--- config.mk ---
export PLATFORM = sky130hd
export DESIGN_NAME = pieb_bank
export DESIGN_NICKNAME = d
export VERILOG_FILES = /design/src/logic/pieb_pkg.sv /design/src/logic/pieb_axil_slave.sv /design/src/logic/pieb_bank.sv
export SDC_FILE = /design/constraint.sdc
export NUM_CORES = 1
export LEC_CHECK = 0
export BUFFER_PORTS_ARGS = -buffer_cell sky130_fd_sc_hd__buf_4
export CELL_PAD_IN_SITES_DETAIL_PLACEMENT = 0
export CELL_PAD_IN_SITES_GLOBAL_PLACEMENT = 1
export CORE_MARGIN = 5
export CORE_UTILIZATION = 33
export CTS_CLUSTER_DIAMETER = 60
export DETAILED_ROUTE_END_ITERATION = 7
export GPL_ROUTABILITY_DRIVEN = 1
export PLACE_DENSITY_LB_ADDON = 0.12
export SLEW_MARGIN = 20
export SYNTH_ARGS = -nofsm -noshare
export SYNTH_HDL_FRONTEND = slang
export SYNTH_SLANG_ARGS = --single-unit
export TNS_END_PERCENT = 10
--- constraint.sdc ---
create_clock -name clk_sys -period 1.96 [get_ports clk_sys]
set_input_delay 0 -clock clk_sys [delete_from_list [all_inputs] [get_ports clk_sys]]
set_output_delay 0 -clock clk_sys [all_outputs]
set_load 0.02 [all_outputs]
--- src/logic/pieb_pkg.sv ---
/*
 * constants for the first peripheral interrupt enable bank:
 * register offsets, field positions, reset values and bus answers.
 * assumes a 32-bit AXI4-Lite register bus, one aligned word per register.
 */
package pieb_pkg;

    localparam int unsigned ADDR_W = 8;

    // register byte addresses
    localparam logic [ADDR_W-1:0] OFF_ENABLE_ONE = 8'h00;
    localparam logic [ADDR_W-1:0] OFF_PERIPH_GATE = 8'h04;
    localparam logic [ADDR_W-1:0] OFF_RESET_CTRL = 8'h08;
    localparam logic [ADDR_W-1:0] OFF_RAW_FLAGS = 8'h0C;
    localparam logic [ADDR_W-1:0] OFF_GATED_REQ = 8'h10;

    // enable bit positions
    localparam int unsigned BIT_WIDE_TIMER_OVF = 0;
    localparam int unsigned BIT_PERIOD_MATCH = 1;
    localparam int unsigned BIT_FIRST_CAPTURE = 2;
    localparam int unsigned BIT_SYNC_SERIAL = 3;
    localparam int unsigned BIT_FIRST_SERIAL_TX = 4;
    localparam int unsigned BIT_FIRST_SERIAL_RX = 5;
    localparam int unsigned BIT_CONVERTER = 6;
    localparam int unsigned BIT_PARALLEL_PORT = 7;

    // control bit positions
    localparam int unsigned BIT_GLOBAL_GATE = 0;
    localparam int unsigned BIT_PRIORITY_ON = 7;

    // reset values
    localparam logic [7:0] RST_ENABLE_ONE = 8'h00;
    localparam logic RST_GLOBAL_GATE = 1'b0;
    localparam logic RST_PRIORITY_ON = 1'b0;

    // AXI answers
    localparam logic [1:0] RESP_OKAY = 2'h0;
    localparam logic [1:0] RESP_SLVERR = 2'h2;

endpackage

--- src/logic/pieb_axil_slave.sv ---
/*
 * AXI4-Lite slave front end: takes write address and data in either
 * order, issues a one-cycle write strobe, answers reads from a
 * combinational read port of the register file.
 * assumes the register file decodes the address and flags unmapped ones.
 */
`timescale 1ns/1ps
module pieb_axil_slave
(
    // clock and reset
    input  wire logic                      clk_sys,
    input  wire logic                      reset_n,
    // AXI4-Lite
    input  wire logic [pieb_pkg::ADDR_W-1:0] s_awaddr,
    input  wire logic                      s_awvalid,
    output logic                           s_awready,
    input  wire logic [31:0]               s_wdata,
    input  wire logic [3:0]                s_wstrb,
    input  wire logic                      s_wvalid,
    output logic                           s_wready,
    output logic [1:0]                     s_bresp,
    output logic                           s_bvalid,
    input  wire logic                      s_bready,
    input  wire logic [pieb_pkg::ADDR_W-1:0] s_araddr,
    input  wire logic                      s_arvalid,
    output logic                           s_arready,
    output logic [31:0]                    s_rdata,
    output logic [1:0]                     s_rresp,
    output logic                           s_rvalid,
    input  wire logic                      s_rready,
    // register file side
    output logic                           wr_en,
    output logic [pieb_pkg::ADDR_W-1:0]    wr_addr,
    output logic [31:0]                    wr_data,
    output logic [3:0]                     wr_strb,
    input  wire logic                      wr_err,
    output logic [pieb_pkg::ADDR_W-1:0]    rd_addr,
    input  wire logic [31:0]               rd_data,
    input  wire logic                      rd_err
);

    logic aw_hold_q;
    logic w_hold_q;

    assign wr_en   = aw_hold_q && w_hold_q && !s_bvalid;
    assign rd_addr = s_araddr;

    always_ff @(posedge clk_sys)
    begin
        if (!reset_n)
        begin
            aw_hold_q <= 1'b0;
            w_hold_q  <= 1'b0;
            s_awready <= 1'b0;
            s_wready  <= 1'b0;
            s_bvalid  <= 1'b0;
            s_bresp   <= pieb_pkg::RESP_OKAY;
            wr_addr   <= '0;
            wr_data   <= 32'h0000_0000;
            wr_strb   <= 4'h0;
        end
        else
        begin
            if (!aw_hold_q && !s_bvalid)
                s_awready <= 1'b1;
            if (!w_hold_q && !s_bvalid)
                s_wready <= 1'b1;
            if (s_awvalid && s_awready)
            begin
                aw_hold_q <= 1'b1;
                wr_addr   <= s_awaddr;
                s_awready <= 1'b0;
            end
            if (s_wvalid && s_wready)
            begin
                w_hold_q <= 1'b1;
                wr_data  <= s_wdata;
                wr_strb  <= s_wstrb;
                s_wready <= 1'b0;
            end
            if (wr_en)
            begin
                aw_hold_q <= 1'b0;
                w_hold_q  <= 1'b0;
                s_bvalid  <= 1'b1;
                s_bresp   <= wr_err ? pieb_pkg::RESP_SLVERR : pieb_pkg::RESP_OKAY;
            end
            if (s_bvalid && s_bready)
                s_bvalid <= 1'b0;
        end
    end

    always_ff @(posedge clk_sys)
    begin
        if (!reset_n)
        begin
            s_arready <= 1'b0;
            s_rvalid  <= 1'b0;
            s_rdata   <= 32'h0000_0000;
            s_rresp   <= pieb_pkg::RESP_OKAY;
        end
        else
        begin
            if (!s_rvalid && !s_arready)
                s_arready <= 1'b1;
            if (s_arvalid && s_arready)
            begin
                s_arready <= 1'b0;
                s_rvalid  <= 1'b1;
                s_rdata   <= rd_data;
                s_rresp   <= rd_err ? pieb_pkg::RESP_SLVERR : pieb_pkg::RESP_OKAY;
            end
            if (s_rvalid && s_rready)
                s_rvalid <= 1'b0;
        end
    end

endmodule

--- src/logic/pieb_bank.sv ---
/*
 * first peripheral interrupt enable bank: eight enable bits, the global
 * peripheral gate and the priority scheme switch, per-source gating of
 * request flags and the combined request toward the CPU.
 * assumes request flags come from logic on clk_sys; the mode pin is async.
 */
`timescale 1ns/1ps
module pieb_bank
#(
    parameter bit HAS_EXT_MEM = 1'b1
)
(
    // clock and reset
    input  wire logic                        clk_sys,
    input  wire logic                        reset_n,
    // AXI4-Lite
    input  wire logic [pieb_pkg::ADDR_W-1:0] s_awaddr,
    input  wire logic                        s_awvalid,
    output logic                             s_awready,
    input  wire logic [31:0]                 s_wdata,
    input  wire logic [3:0]                  s_wstrb,
    input  wire logic                        s_wvalid,
    output logic                             s_wready,
    output logic [1:0]                       s_bresp,
    output logic                             s_bvalid,
    input  wire logic                        s_bready,
    input  wire logic [pieb_pkg::ADDR_W-1:0] s_araddr,
    input  wire logic                        s_arvalid,
    output logic                             s_arready,
    output logic [31:0]                      s_rdata,
    output logic [1:0]                       s_rresp,
    output logic                             s_rvalid,
    input  wire logic                        s_rready,
    // peripheral flags and mode pin
    input  wire logic [7:0]                  periph_flag,
    input  wire logic                        mcu_mode_pin,
    // toward the CPU interrupt logic
    output logic [7:0]                       periph_req_q,
    output logic                             periph_irq_q
);

    logic                        wr_en;
    logic [pieb_pkg::ADDR_W-1:0] wr_addr;
    logic [31:0]                 wr_data;
    logic [3:0]                  wr_strb;
    logic [pieb_pkg::ADDR_W-1:0] rd_addr;
    logic [31:0]                 rd_data;
    logic                        rd_err;
    logic                        wr_err;

    logic [7:0] peripheral_irq_enable_one_q;
    logic       global_peripheral_irq_gate_q;
    logic       priority_scheme_on_q;
    logic       mode_meta_q;
    logic       mode_sync_q;

    ////////////////////////////////////////////////////////////////////////////
    // bus front end

    pieb_axil_slave u_slave
    (
        .clk_sys   (clk_sys),
        .reset_n   (reset_n),
        .s_awaddr  (s_awaddr),
        .s_awvalid (s_awvalid),
        .s_awready (s_awready),
        .s_wdata   (s_wdata),
        .s_wstrb   (s_wstrb),
        .s_wvalid  (s_wvalid),
        .s_wready  (s_wready),
        .s_bresp   (s_bresp),
        .s_bvalid  (s_bvalid),
        .s_bready  (s_bready),
        .s_araddr  (s_araddr),
        .s_arvalid (s_arvalid),
        .s_arready (s_arready),
        .s_rdata   (s_rdata),
        .s_rresp   (s_rresp),
        .s_rvalid  (s_rvalid),
        .s_rready  (s_rready),
        .wr_en     (wr_en),
        .wr_addr   (wr_addr),
        .wr_data   (wr_data),
        .wr_strb   (wr_strb),
        .wr_err    (wr_err),
        .rd_addr   (rd_addr),
        .rd_data   (rd_data),
        .rd_err    (rd_err)
    );

    ////////////////////////////////////////////////////////////////////////////
    // address decode

    wire wr_hit_enable = (wr_addr == pieb_pkg::OFF_ENABLE_ONE);
    wire wr_hit_gate   = (wr_addr == pieb_pkg::OFF_PERIPH_GATE);
    wire wr_hit_rctrl  = (wr_addr == pieb_pkg::OFF_RESET_CTRL);
    wire wr_hit_ro     = (wr_addr == pieb_pkg::OFF_RAW_FLAGS) || (wr_addr == pieb_pkg::OFF_GATED_REQ);
    wire wr_lane0      = wr_en && wr_strb[0];

    // read-only registers ignore writes but answer OKAY
    assign wr_err = !(wr_hit_enable || wr_hit_gate || wr_hit_rctrl || wr_hit_ro);

    wire rd_hit_enable = (rd_addr == pieb_pkg::OFF_ENABLE_ONE);
    wire rd_hit_gate   = (rd_addr == pieb_pkg::OFF_PERIPH_GATE);
    wire rd_hit_rctrl  = (rd_addr == pieb_pkg::OFF_RESET_CTRL);
    wire rd_hit_raw    = (rd_addr == pieb_pkg::OFF_RAW_FLAGS);
    wire rd_hit_req    = (rd_addr == pieb_pkg::OFF_GATED_REQ);

    wire [7:0] gate_byte  = 8'(global_peripheral_irq_gate_q) << pieb_pkg::BIT_GLOBAL_GATE;
    wire [7:0] rctrl_byte = 8'(priority_scheme_on_q) << pieb_pkg::BIT_PRIORITY_ON;
    wire [7:0] rd_byte    = rd_hit_enable ? peripheral_irq_enable_one_q :
                            rd_hit_gate   ? gate_byte :
                            rd_hit_rctrl  ? rctrl_byte :
                            rd_hit_raw    ? periph_flag :
                            rd_hit_req    ? periph_req_q : 8'h00;

    assign rd_data = {24'h00_0000, rd_byte};
    assign rd_err  = !(rd_hit_enable || rd_hit_gate || rd_hit_rctrl || rd_hit_raw || rd_hit_req);

    ////////////////////////////////////////////////////////////////////////////
    // registers

    always_ff @(posedge clk_sys)
    begin
        if (!reset_n)
        begin
            peripheral_irq_enable_one_q  <= pieb_pkg::RST_ENABLE_ONE;
            global_peripheral_irq_gate_q <= pieb_pkg::RST_GLOBAL_GATE;
            priority_scheme_on_q         <= pieb_pkg::RST_PRIORITY_ON;
        end
        else if (wr_lane0)
        begin
            if (wr_hit_enable)
                peripheral_irq_enable_one_q <= wr_data[7:0];
            if (wr_hit_gate)
                global_peripheral_irq_gate_q <= wr_data[pieb_pkg::BIT_GLOBAL_GATE];
            if (wr_hit_rctrl)
                priority_scheme_on_q <= wr_data[pieb_pkg::BIT_PRIORITY_ON];
        end
    end

    // mode pin synchroniser
    always_ff @(posedge clk_sys)
    begin
        if (!reset_n)
        begin
            mode_meta_q <= 1'b0;
            mode_sync_q <= 1'b0;
        end
        else
        begin
            mode_meta_q <= mcu_mode_pin;
            mode_sync_q <= mode_meta_q;
        end
    end

    ////////////////////////////////////////////////////////////////////////////
    // per-source gating

    // parallel port enable only counts in microcontroller mode on external-memory parts
    wire       psp_allowed = !HAS_EXT_MEM || mode_sync_q;
    wire [7:0] src_mask    = {psp_allowed, 7'h7F};
    wire [7:0] req_d;

    genvar g;
    generate
        for (g = 0; g < 8; g++)
        begin : g_gate
            // one enable per source
            assign req_d[g] = periph_flag[g] && peripheral_irq_enable_one_q[g] && src_mask[g];
        end
    endgenerate

    wire irq_d = (|req_d) && (priority_scheme_on_q || global_peripheral_irq_gate_q);

    always_ff @(posedge clk_sys)
    begin
        if (!reset_n)
        begin
            periph_req_q <= 8'h00;
            periph_irq_q <= 1'b0;
        end
        else
        begin
            periph_req_q <= req_d;
            periph_irq_q <= irq_d;
        end
    end
endmodule

Word level (Yosys, flattened, before mapping)
Index checks and enable logic that the tools add are counted. Widths: inputs -> output; s select.

$add $sub $neg: 0. Multiply operators: 0. Divide/modulo/power cells: 0. Magnitude comparators: 0. Equal/unequal tests: 8. Shift-type cells: 0. Muxes and demuxes: 7. Bitwise operators: 1. Reduce and logical (&&, ||, !) cells: 47.

Operator list (number): $mux 8 (5); $eq 8x4->1 const B (4); $logic_and 1x1->1 (21); $eq 8x3->1 const B (2); $eq 8x5->1 const B (2); $logic_not 8->1 (2); $reduce_or 2->1 (6); $logic_or 1x1->1 (9); $reduce_or 8->1 (1); $reduce_and 2->1 (3); $logic_not 1->1 (5); $mux 2 (2); $not 1->1 (1).

Flip-flop bits (word level): 57. Bits in latches: 0. Bits in writable memories: 0. Bits in read-only memories: 0. Input port bits: 68. Word-level logic and storage cells: 83. Memories kept: 0.

Longest topological paths before layout
Word-level depth: 6. Gate-level depth with buffers: 5.

Hierarchy
A second synthesis with hierarchy kept.

Cells, all modules: 508. Area, all modules: 4578.1 um2.

By module, submodules not included: pieb_axil_slave (times used 1, cells an instance 380, area each 3360.7 um2, seq. area each 1701.6 um2); pieb_bank (times used 1, cells an instance 128, area each 1217.4 um2, seq. area each 420.4 um2).

Worst setup path after synthesis
No wires, ideal clock.

Path kind: register to register. Start point: register u_slave.wr_addr[5] (netlist bit). End point: register peripheral_irq_enable_one_q[0]. Arrival: 1.596 ns. Required time: 1.888 ns. Setup slack: 0.292 ns. Cell stages (with the launch flop): 4. Path buffers: 0. Clock period less this slack: 1.668 ns. Cells stage by stage: dfxtp_1 -> or4_4 -> nor4_4 -> mux2i_1.

Longest elaborated chain between the ends: 2.

RTL lines: from (decl) (line pieb_axil_slave.sv:33) `output logic [pieb_pkg::ADDR_W-1:0] wr_addr,`; from (signal assigned) (line pieb_axil_slave.sv:71) `wr_addr <= s_awaddr;`; $logic_not 8->1 (line pieb_bank.sv:94) `wire wr_hit_enable = (wr_addr == pieb_pkg::OFF_ENABLE_ONE);`; $reduce_and 2->1 (no source line); to (signal assigned) (line pieb_bank.sv:127) `peripheral_irq_enable_one_q <= pieb_pkg::RST_ENABLE_ONE;`; to (signal assigned) (line pieb_bank.sv:134) `peripheral_irq_enable_one_q <= wr_data[7:0];`; to (decl) (line pieb_bank.sv:51) `logic [7:0] peripheral_irq_enable_one_q;`.

Every way passes these cells. A chain may end at the register's enable or synchronous reset.

Final worst setup path
Ends and elaborated chain as after synthesis.

==> run metrics <==
most used routing layer met2; DRT iter0 DRCs 62; TritonCTS buffer count 5; Final Setup Violations 0; CTS Buffer Depth 2; Max-slew headroom 63.55%; via count 2190; met1 GRT Util 17.67%; Nets 446; RSZ-0062 raised after global routing false; setup TNS 0 ns; net switching power 0.0005842 W; hold path start s_awvalid; fmax 0.6256 GHz; HP Class primary input to flop; PnR worst setup slack 0.3614 ns; Flop pwr share 51.3%; die area 9374 um^2; Synth Register Bits 55; worst-case hold path end point u_slave.wr_addr[0]; Post-synth EDFFs 0; largest net degree at the start of global routing 26; r2r startpoint u_slave.wr_addr[5]; Slowest cell on crit path or4_4; first-pass detailed-route iteration total 4; combinational fraction of design power 14.8%; Min Hold Slack 0.01359 ns; CP arrival 1.84 ns; sw frac 25.33%; Max stage delay on crit path 0.57 ns; Reg2Reg Capture Point peripheral_irq_enable_one_q[0]; max-slew violation count 0; Worst Tran Pin Value 0.5395 ns; # rows 31; final worst-path cycle share 81.56%; Avg Inst Size Synth 8.697 um^2; hold path depth 3; Die Ht 96.82 um; asr flop ratio synth 0%; Area growth, synth to finish 36.87%; fraction of layout cells with a size suffix above 1 21.90%; DP HPWL 4.431 mm; n_diodes 0; status complete, no violations; Starting Density 34.11%; placed insts 437; sequential area share after synthesis 44.27%; clk slew on worst S/H paths 0.10 ns; vias in the first global route 2175; Fin. Hold Viols 0; WS Path Type flop to flop; drt total wl 6.114 mm; initial antenna violation count 0; Final Critical Period 1.599 ns; post-CTS setup buffer count 0; clk_lat worst skew 0.31 ns; routed len/inst 12.79 um; Synth Instances 286; Ys Warns 0; CP Capture Type flop; Max VDD drop 0.2880 mV; Post-DRT Antenna Nets 0; CTS tree yes; top cells by count, synth dfxtp_1 (55), nand2_1 (55), a21oi_1 (27); Die W 96.82 um; Clock Skew 0.007760 ns; cell-by-cell trace of the critical path or4_4 > nor4_4 > buf_4 > mux2i_1; Reg2Reg Depth 4; CTS root buf clkbuf_8; area leader, netlist dfxtp_1; Crit Path Max Fanout 8; first-pass GRT wire length 10.47 mm; H-tree levels 2; LEAKAGE 1.362 nW; startpoint types flop; clock sinks 55; flop-to-flop setup slack 0.36 ns; Final Non-Filler Cells 478; grt total ovfl 0; # DRC 0; clock power share 33.9%; Synth Flop Type dfxtp_1; Post-Syn Area 2487 um^2; Netlist cell types 45; Core ar. 7292 um^2; top cell type's share of synthesized area 44.27%; Int Power 0.001722 W; gr usage total 13.25%; pwr dens 677.4 nW/um^2; Post-Place Worst Slack 0.3751 ns; grt met3 use 4.820%; num ports 118; IO buf count 64; Max-Cap Viols 0; via/cell ratio 4.582; GPL Wtd Cong 0.7697; GR Util met2 19.85%; WP data required 2.21 ns; Area contributors post-synth dfxtp_1 (44%), nand2_1 (8.3%), buf_4 (7.8%), a21oi_1 (5.4%), mux2i_1 (4.0%)
==> routing by layer <==
metal,up-vias,wire (um)
met2,74,2602
met3,8,442
met4,0,91
li1,1140,-
met5,-,0
met1,968,2977
==> cell usage in the layout (no fill, tap or decap), drive strengths merged, types with 10 or more instances in the layout <==
cell / netlist / final
dfxtp: 55 / 55
conb: 1 / 26
a21oi: 27 / 27
mux2i: 10 / 10
dlygate4sd3: 0 / 33
nand3: 10 / 10
nand2: 55 / 55
buf: 27 / 66
==> sequential cells by signal, summed over array words and instances (netlist names) <==
register,flops
priority_scheme_on_q,1
u_slave.w_hold_q,1
u_slave.wr_addr,8
u_slave.s_rdata,8
periph_irq_q,1
u_slave.s_bresp,1
global_peripheral_irq_gate_q,1
u_slave.wr_strb,1
u_slave.s_arready,1
periph_req_q,8
peripheral_irq_enable_one_q,8
u_slave.s_awready,1
u_slave.wr_data,8
mode_meta_q,1
u_slave.aw_hold_q,1
mode_sync_q,1
u_slave.s_wready,1
u_slave.s_rvalid,1
u_slave.s_bvalid,1
u_slave.s_rresp,1
==> worst max path at each step <==
| stage | start | endpoint | slack, ns | cells past startpoint |
|---|---|---|---|---|
| floorplan | u_slave.wr_addr[5] | peripheral_irq_enable_one_q[0] | 0.29 | 3 |
| global placement | u_slave.s_arready | u_slave.s_rdata[5] | 0.37 | 3 |
| detailed placement | u_slave.wr_addr[5] | peripheral_irq_enable_one_q[0] | 0.38 | 4 |
| CTS | u_slave.wr_addr[5] | peripheral_irq_enable_one_q[0] | 0.35 | 4 |
| global route | u_slave.s_arready | u_slave.s_rdata[3] | 0.14 | 3 |
| finish | u_slave.wr_addr[5] | peripheral_irq_enable_one_q[0] | 0.36 | 4 |
==> area by class of cell <==
cell class | instances | area [um^2]
timing repair buffer | 99 | 825.8
tap | 99 | 123.9
inverter | 6 | 22.52
clock buffer | 6 | 82.58
multi-input combinational | 211 | 1214
fill | 774 | 3887
clock inverter | 2 | 35.03
sequential | 55 | 1101
==> critical path: cells and delay by family, from the launching register on <==
| kind | cells | cell delay [ns] |
|---|---|---|
| DFF | 1 | 0.33 |
| and+or+nand+nor | 2 | 0.79 |
| buffers and inverters | 1 | 0.23 |
| muxes | 1 | 0.19 |
==> power groups by stage <==
stage / combinational [W] / sequential, W / clock, W
after floorplan: 0.000211 / 0.00121 / 0
after global placement: 0.000291 / 0.00121 / 0
after detailed placement: 0.000290 / 0.00121 / 0
after CTS: 0.000342 / 0.00118 / 0.000818
after global routing: 0.000377 / 0.00119 / 0.000864
final: 0.000341 / 0.00118 / 0.000783
==> cells by family (layout without fill, tap and decap cells) <==
logic type      count (synthesis)  in the layout  synth area share (%)
simple gates                  113            113                 24.45
compound gates                 58             58                 14.59
flops                          55             55                 44.27
buf+inv                        45            113                 10.71
mux                            14             14                 5.835
other cells                     1             26                0.1508
==> per-stage QoR <==
stage | util [%] | area, um^2 | total power [W]
after detailed placement | 40.55 | 2957 | 0.001499
after CTS | 46.69 | 3405 | 0.002343
final | 46.69 | 3405 | 0.002306
after global placement | 40.55 | 2957 | 0.001499
after floorplan | - | 2581 | 0.001420
after global routing | 46.69 | 3405 | 0.002430
==> timing repair <==
item                                   CTS  global route
endpoints found under the hold margin   29             0
hold buffers                            33             0
resized for setup                        0             0
Power figures use the tool's default switching activity.
